--- src/common/icd_pkg.sv ---
// Overview of operation
// - call pushes next address, loads 11-bit target
// - call fills pc bits 12:11 from latch
// - call takes two cycles, flags untouched
// - watchdog kick zeroes counter and prescaler
// - watchdog kick sets expiry and powerdown flags
// - register clear writes zero, sets null flag
// - accumulator clear writes zero, sets null flag
// - invert routes complement by destination bit
// - decrement routes result by destination bit
// - decrement-skip routes result by destination bit
// - zero result skips next, two cycles
package icd_pkg;
  localparam int PC_W        = 13;
  localparam int TARGET_W    = 11;
  localparam int ADDR_W      = 7;
  localparam int DATA_W      = 8;
  localparam int LATCH_LO    = 3;
  localparam int LATCH_HI    = 4;
  localparam logic [DATA_W-1:0] DATA_RST = 8'h00;
  localparam logic [PC_W-1:0]   PC_RST   = 13'h0000;

  typedef enum logic [2:0] {
    OP_CALL   = 3'h0,
    OP_KICK   = 3'h1,
    OP_CLRREG = 3'h2,
    OP_CLRACC = 3'h3,
    OP_INV    = 3'h4,
    OP_DEC    = 3'h5,
    OP_DECSK  = 3'h6,
    OP_NONE   = 3'h7
  } icd_op_type;

  typedef enum logic [1:0] {
    ST_RUN  = 2'b01,
    ST_WAIT = 2'b10
  } icd_state_type;
endpackage

--- src/logic/icd_exec.sv ---
`timescale 1ns/1ns
module icd_exec (
  // clock and reset
  input  wire logic                          mclk,
  input  wire logic                          rst,
  // instruction issue
  input  wire logic                          issue,
  input  wire logic [2:0]                    opcode,
  input  wire logic [icd_pkg::TARGET_W-1:0]  target,
  input  wire logic [icd_pkg::ADDR_W-1:0]    reg_addr,
  input  wire logic                          dest_sel,
  // operands
  input  wire logic [icd_pkg::DATA_W-1:0]    reg_rdata,
  input  wire logic [icd_pkg::DATA_W-1:0]    upper_pc_latch,
  input  wire logic [icd_pkg::PC_W-1:0]      pc_now,
  // register file write
  output logic                               reg_we,
  output logic [icd_pkg::ADDR_W-1:0]         reg_waddr,
  output logic [icd_pkg::DATA_W-1:0]         reg_wdata,
  // accumulator
  output logic [icd_pkg::DATA_W-1:0]         accumulator,
  // program counter and stack
  output logic                               pc_load,
  output logic [icd_pkg::PC_W-1:0]           pc_next,
  output logic                               stack_push,
  output logic [icd_pkg::PC_W-1:0]           stack_top,
  // watchdog
  output logic                               watchdog_clear,
  // status flags
  output logic                               result_null_flag,
  output logic                               watchdog_expiry_flag,
  output logic                               powerdown_flag,
  // sequencing
  output logic                               busy,
  output logic                               flush_next
);

  ////////////////////////////////////////////////////////////////
  // decode
  icd_pkg::icd_op_type op;
  icd_pkg::icd_state_type state_q;
  icd_pkg::icd_state_type state_d;
  logic                             go;
  logic [icd_pkg::DATA_W-1:0]       inv_val;
  logic [icd_pkg::DATA_W-1:0]       dec_val;
  logic                             dec_nil;
  logic                             is_alu;
  logic [icd_pkg::DATA_W-1:0]       alu_val;

  assign op      = icd_pkg::icd_op_type'(opcode);
  assign go      = issue && (state_q == icd_pkg::ST_RUN);
  assign inv_val = ~reg_rdata;
  assign dec_val = reg_rdata - 8'h01;
  assign dec_nil = (dec_val == icd_pkg::DATA_RST);
  assign is_alu  = (op == icd_pkg::OP_INV) || (op == icd_pkg::OP_DEC)
                   || (op == icd_pkg::OP_DECSK);
  assign alu_val = (op == icd_pkg::OP_INV) ? inv_val : dec_val;

  ////////////////////////////////////////////////////////////////
  // sequencing: two-cycle ops hold busy for one extra cycle
  always_comb begin
    state_d = state_q;
    case (state_q)
      icd_pkg::ST_RUN: begin
        if (go && (op == icd_pkg::OP_CALL)) begin
          state_d = icd_pkg::ST_WAIT;
        end else if (go && (op == icd_pkg::OP_DECSK) && dec_nil) begin
          state_d = icd_pkg::ST_WAIT;
        end
      end
      icd_pkg::ST_WAIT: begin
        state_d = icd_pkg::ST_RUN;
      end
      default: begin
        state_d = icd_pkg::ST_RUN;
      end
    endcase
  end

  ////////////////////////////////////////////////////////////////
  // datapath registers
  always_ff @(posedge mclk or posedge rst) begin
    if (rst) begin
      state_q              <= icd_pkg::ST_RUN;
      reg_we               <= 1'b0;
      reg_waddr            <= '0;
      reg_wdata            <= icd_pkg::DATA_RST;
      accumulator          <= icd_pkg::DATA_RST;
      pc_load              <= 1'b0;
      pc_next              <= icd_pkg::PC_RST;
      stack_push           <= 1'b0;
      stack_top            <= icd_pkg::PC_RST;
      watchdog_clear       <= 1'b0;
      result_null_flag     <= 1'b0;
      watchdog_expiry_flag <= 1'b1;
      powerdown_flag       <= 1'b1;
      busy                 <= 1'b0;
      flush_next           <= 1'b0;
    end else begin
      state_q        <= state_d;
      busy           <= (state_d == icd_pkg::ST_WAIT);
      reg_we         <= 1'b0;
      pc_load        <= 1'b0;
      stack_push     <= 1'b0;
      watchdog_clear <= 1'b0;
      flush_next     <= 1'b0;
      if (go) begin
        case (op)
          icd_pkg::OP_CALL: begin
            stack_push <= 1'b1;
            stack_top  <= pc_now + 13'h0001;
            pc_load    <= 1'b1;
            pc_next    <= {upper_pc_latch[icd_pkg::LATCH_HI:icd_pkg::LATCH_LO],
                           target};
          end
          icd_pkg::OP_KICK: begin
            watchdog_clear       <= 1'b1;
            watchdog_expiry_flag <= 1'b1;
            powerdown_flag       <= 1'b1;
          end
          icd_pkg::OP_CLRREG: begin
            reg_we           <= 1'b1;
            reg_waddr        <= reg_addr;
            reg_wdata        <= icd_pkg::DATA_RST;
            result_null_flag <= 1'b1;
          end
          icd_pkg::OP_CLRACC: begin
            accumulator      <= icd_pkg::DATA_RST;
            result_null_flag <= 1'b1;
          end
          default: begin
            if (is_alu) begin
              if (dest_sel) begin
                reg_we    <= 1'b1;
                reg_waddr <= reg_addr;
                reg_wdata <= alu_val;
              end else begin
                accumulator <= alu_val;
              end
              if (op != icd_pkg::OP_DECSK) begin
                result_null_flag <= (alu_val == icd_pkg::DATA_RST);
              end
              if ((op == icd_pkg::OP_DECSK) && dec_nil) begin
                flush_next <= 1'b1;
              end
            end
          end
        endcase
      end
    end
  end

endmodule

--- config.mk ---
export PLATFORM = sky130hd
export DESIGN_NAME = icd_exec
export DESIGN_NICKNAME = d
export VERILOG_FILES = /design/src/common/icd_pkg.sv /design/src/logic/icd_exec.sv
export SDC_FILE = /design/constraint.sdc
export NUM_CORES = 1
export LEC_CHECK = 0
export ABC_CLOCK_PERIOD_IN_PS = 2250
export BUFFER_PORTS_ARGS = -buffer_cell sky130_fd_sc_hd__buf_4
export CORE_MARGIN = 5
export CORE_UTILIZATION = 48
export CTS_CLUSTER_SIZE = 20
export DETAILED_ROUTE_END_ITERATION = 12
export GPL_ROUTABILITY_DRIVEN = 0
export GPL_TIMING_DRIVEN = 0
export HOLD_SLACK_MARGIN = 0.02
export PLACE_DENSITY = 0.8
export RECOVER_POWER = 25
export SYNTH_ARGS = -nofsm -noshare
export SYNTH_HDL_FRONTEND = slang
export SYNTH_SLANG_ARGS = --single-unit
--- constraint.sdc ---
create_clock -name mclk -period 2.25 [get_ports mclk]
set_input_delay 0 -clock mclk [delete_from_list [all_inputs] [get_ports mclk]]
set_output_delay 0 -clock mclk [all_outputs]
set_load 0.03 [all_outputs]
Yosys cells after proc, flatten, opt, wreduce, memory -nomap -nowiden --
Cells that the tools add are included.
Word-level totals: flip-flop bits (word level) 57, input port bits 54, output and inout port bits 58, logic and storage cells 80
Operators by class: $add $sub $neg 2, equality and inequality tests 10, muxes and demuxes 28, bitwise logic cells 4, reduce and logical (&&, ||, !) cells 24
Operators by type and width (number):
- 8-bit two-way mux | 5
- 8-bit case mux with 2 select lines | 2
- 8-bit zero test | 2
- 7-bit two-way mux | 2
- 7-bit case mux with 2 select lines | 1
- 13-bit by 1-bit adder with 13-bit output (second input constant) | 1
- 1-bit two-way mux | 13
- 4-bit AND reduction | 3
- 2-bit nonzero test | 5
- 3-bit equality test (second input constant) | 3
- 8-bit inverter | 1
- 8-bit by 1-bit subtractor with 8-bit output (second input constant) | 1
- 3-bit by 2-bit equality test with 1-bit output (second input constant) | 2
- 2-bit two-way mux | 3
- 3-bit OR reduction | 2
- 1-bit logical AND | 5
- 1-bit case mux with 2 select lines | 2
- 2-bit OR reduction | 2
- 4-bit OR reduction | 1
- 3-bit by 1-bit equality test with 1-bit output (second input constant) | 1
- 3-bit zero test | 1
- 3-bit != test (second input constant) | 1
- 1-bit inverter | 3
- 2-bit by 1-bit equality test with 1-bit output (second input constant) | 1
- other kinds (4) | 5

Depth between registers and ports, before layout --
depth after elaboration 8, depth in mapped cells 7, mapped depth without buffers 7

Worst setup path after synthesis --
No wires, ideal clock.
path type reg2reg, start point reg state_q[0], end point reg reg_waddr[0] (netlist name), setup time 125 ps, data arrival time 1692 ps, required time 2125 ps, setup slack 433 ps, cell stages (with the launch flop) 8, path buffers 1, period minus slack after synthesis 1817 ps, cells stage by stage dfstp_2 -> nand2_1 -> nor2_4 -> nand2_1 -> or3_1 -> buf_2 -> inv_4 -> mux2_2
Between the ends: word-level cells in the longest chain between the ends 3
Ends and longest elaborated chain:
- start, declared | line icd_exec.sv:41 | icd_pkg::icd_state_type state_q;
- start signal, assigned | line icd_exec.sv:84 | state_q <= icd_pkg::ST_RUN;
- start signal, assigned | line icd_exec.sv:100 | state_q <= state_d;
- 2-bit by 1-bit equality test with 1-bit output | line icd_exec.sv:51 | assign go = issue && (state_q == icd_pkg::ST_RUN);
- 1-bit logical AND | line icd_exec.sv:51
- 4-bit AND reduction (no line)
- end signal, assigned | line icd_exec.sv:123 | reg_waddr <= reg_addr;
- end signal, assigned | line icd_exec.sv:135 | reg_waddr <= reg_addr;
- end, declared | line icd_exec.sv:18 | output logic [icd_pkg::ADDR_W-1:0] reg_waddr,
Every way passes these cells. A chain may end at the register's enable or synchronous reset.

Worst setup path after layout --
start point reg state_q[0], end point reg pc_next[4] (netlist name)
Between the ends: word-level cells in the longest chain between the ends 3
Ends and longest elaborated chain:
- 2-bit by 1-bit equality test with 1-bit output | line icd_exec.sv:51
- 1-bit logical AND | line icd_exec.sv:51
- 2-bit AND reduction (no line)
- end signal, assigned | line icd_exec.sv:90 | pc_next <= icd_pkg::PC_RST;
- end signal, assigned | line icd_exec.sv:113 | pc_next <= {upper_pc_latch[icd_pkg::LATCH_HI:icd_pkg::LATCH_LO],
- end, declared | line icd_exec.sv:24 | output logic [icd_pkg::PC_W-1:0] pc_next,
Every way passes these cells.

==> results.yml <==
layout:
  diodes: 0
  layout-drive-gt1-share: 0.422
  final_cell_area_mm2: 0.00412
  areaGrowthSynthToFinish_pct: 50.8
  fin_nets: 443
  fill_cells: 368
clock_network:
  cts_hold_buffers: 35
  cts_sinks: 57
  cts-root-buf: "clkbuf_8"
  post_cts_buffers: 0
  clock_latency_ps: 330
  numCtsBuffers: 9
  clock_path_buffers: 2
  clk_pin_slew_ps: 70
  htree_levels: 3
  cts_tree: "built"
  cts_resized: 0
floorplan:
  core-area_mm2: 0.00551
  num_rows: 27
  die_h_um: 85.4
  chipWidth_um: 85.4
  pin_count: 112
  initial_utilization: 0.496
  dieArea_mm2: 0.00730
global_route:
  grt_usage: 0.209
  overflow: 0
  grt_max_degree: 42
  grt_pass1_vias: 2459
  grt_pass1_wl_um: 12000
  antenna_found_initial: 0
drt:
  drt_iter0_markers: 81
  drtAntennaViolNets: 0
  num_vias: 2375
  viasPerCell: 5.13
  wl_per_cell_um: 15.8
  first_pass_iters: 4
  route.detailed.drc: 0
  totalWireLength_um: 7310
placed_design:
  hpwl_um: 5000
  place_area_mm2: 0.00360
  portBuffers: 100
power:
  p_per_area_mw_per_mm2: 844
  p_clk_frac: 0.262
  switching_share: 0.353
  p_int_mw: 2.25
  power.share.sequential: 0.385
  ir_drop_mv: 0.468
  power_switching_mw: 1.23
  comb_power_share: 0.353
  leakagePower_nw: 1.96
flow_run:
  max-cap-violations: 0
sta:
  finalMaxSlewViolations: 0
  fin_crit_sh: 0.878
  fin_setup_tns_ps: 0
  relSlewSlack: 0.311
  final-setup-viol-count: 0
  fin_crit_ps: 1980
  clock.fmax_mhz: 506
  max_slew.worst_pin.slew_ps: 1030
  finClkSkew_ps: 6.70
  rsz0062_at_grt: "no"
  final_hold_viol_count: 0
worst_hold_path:
  min_to: "result_null_flag"
  hold_class: "input pin to flop"
  min_from: "reg_rdata[5]"
  holdPathStages: 3
synthesis:
  yosysWarnings: 0
  synthCells: 238
  synth_cell_types: 45
  netlist_area_mm2: 0.00273
  avgSynthCellArea_um2: 11.5
  synth-seq-area-share: 0.523
  synth_seq_cells: 57
critical_path:
  regToRegSetupSlack_ps: 270
  worstSetupEndpointType: "flop"
  worstPathRequired_ps: 2470
  r2r_end: "pc_next[4]"
  arrival_ps: 2190
  setup.worst_path.class: "flop to flop"
  regToRegStartpoint: "state_q[0]"
  reg2reg_depth: 5
  worst_setup_path_start_kind: "flop"
  critPathMaxFanout: 10
outcome:
  status: "completed"
## power by group through the flow
stage / Sequential (mW) / Combinational [mW] / Clock [mW]
final: 1.34 / 1.23 / 0.910
after global routing: 1.36 / 1.30 / 0.984
after CTS: 1.34 / 1.23 / 0.928
after detailed placement: 1.35 / 1.18 / 0
after global placement: 1.34 / 1.15 / 0
after floorplan: 1.73 / 0.301 / 0
## flip-flops by register name, indices dropped and copies added (netlist names)
| name | count |
|---|---|
| watchdog_clear | 1 |
| reg_waddr | 7 |
| accumulator | 8 |
| reg_wdata | 8 |
| reg_we | 1 |
| stack_top | 13 |
| state_q | 2 |
| stack_push | 1 |
| result_null_flag | 1 |
| flush_next | 1 |
| pc_next | 13 |
| busy | 1 |
## layout make-up
type	count	area, um2	share of cell area
plain buffers	12	88.8	0.0216
clock buffers	10	128	0.0310
clock inverters	6	58.8	0.0143
inverters	9	36.3	0.00881
multi-input cells	161	1180	0.287
flip-flops and latches	57	1430	0.347
well taps	72	90.1	0.0219
repair buffers	136	1110	0.269
## kinds of logic after synthesis
logic type      Yosys count  share of synthesized area
simple gates             67                      0.143
buf+inv                  21                     0.0458
fa+ha+maj                 3                     0.0137
xor+xnor                 18                     0.0577
compound gates           46                      0.113
mux                      25                      0.103
flops                    57                      0.523
other cells               1                    0.00137
## routing by layer
layer	share of wire	routed length (um)	GRT usage
met4	0.0083	61	0.0518
met3	0.081	595	0.0757
met1	0.39	2880	0.246
met5	0	0	0
met2	0.52	3780	0.361
## per-stage QoR
step	cells	setup slack, ps	util	power (mW)	hold WS (ps)
final	463	274	0.748	3.48	46.9
after global routing	463	147	0.748	3.64	38.0
after CTS	463	255	0.751	3.49	29.1
after detailed placement	412	274	0.653	2.53	-1.34
after global placement	411	193	0.649	2.49	208
after floorplan	239	433	-	2.04	80.5
## synth_stat cells, drive strengths merged
cell type  number  share of area
or2             4         0.0092
inv             9          0.013
clkbuf          2         0.0069
nor3b           1         0.0069
nand3           4         0.0073
a21oi          17          0.031
conb            1         0.0014
or3             3         0.0073
xor2            6          0.019
and2b           1         0.0032
nand2          11          0.015
a22oi           2         0.0055
nand3b          2         0.0055
buf            10          0.026
nor2b           2         0.0046
nor3            2         0.0078
a31o            2         0.0064
dfstp           1         0.0096
mux2           24          0.099
a31oi           2         0.0046
xnor2          12          0.038
nor4b           1         0.0055
a22o           15          0.048
and4            1         0.0032
mux2i           1         0.0037
nor2           25          0.037
dfrtp          56           0.51
nand4           4         0.0092
ha              3          0.014
nor4            3          0.015
o21ai           6          0.011
a221o           1         0.0037
o22ai           1         0.0023
and3            3         0.0069
## layout by cell type, fill, tap and decap left out, types with 2 or more instances in the layout
master and count:
a21oi_1 17, a22o_1 15, a22oi_1 2, a31oi_1 2, and3_1 3, buf_2 5, buf_4 102, buf_6 2
clkbuf_2 2, clkbuf_8 10, clkinv_2 4, conb_1 2, dfrtp_1 56, dlygate4sd3_1 35, ha_1 3, inv_1 8
mux2_2 24, nand2_1 11, nand3_1 4, nand3b_1 2, nand4_1 4, nor2_1 24, nor2b_1 2, o21ai_0 6
or2_1 2, or2_2 2, or3_1 2, xnor2_1 12, xor2_1 6
## worst max-delay path: stages (launching register included)
cell	delay [ps]
dfstp_2	520
nand2_1	80
or2_2	320
nor4_4	230
buf_2	320
mux2_2	380
## how the worst max path moves through the flow
stage                               to       start
after floorplan           reg_waddr[0]  state_q[0]
after global placement      pc_next[0]         rst
after detailed placement  reg_waddr[6]  state_q[0]
after CTS                 reg_waddr[5]  state_q[0]
after global routing        flush_next  state_q[0]
final                       pc_next[4]  state_q[0]
(Power assumes the default switching activity.)
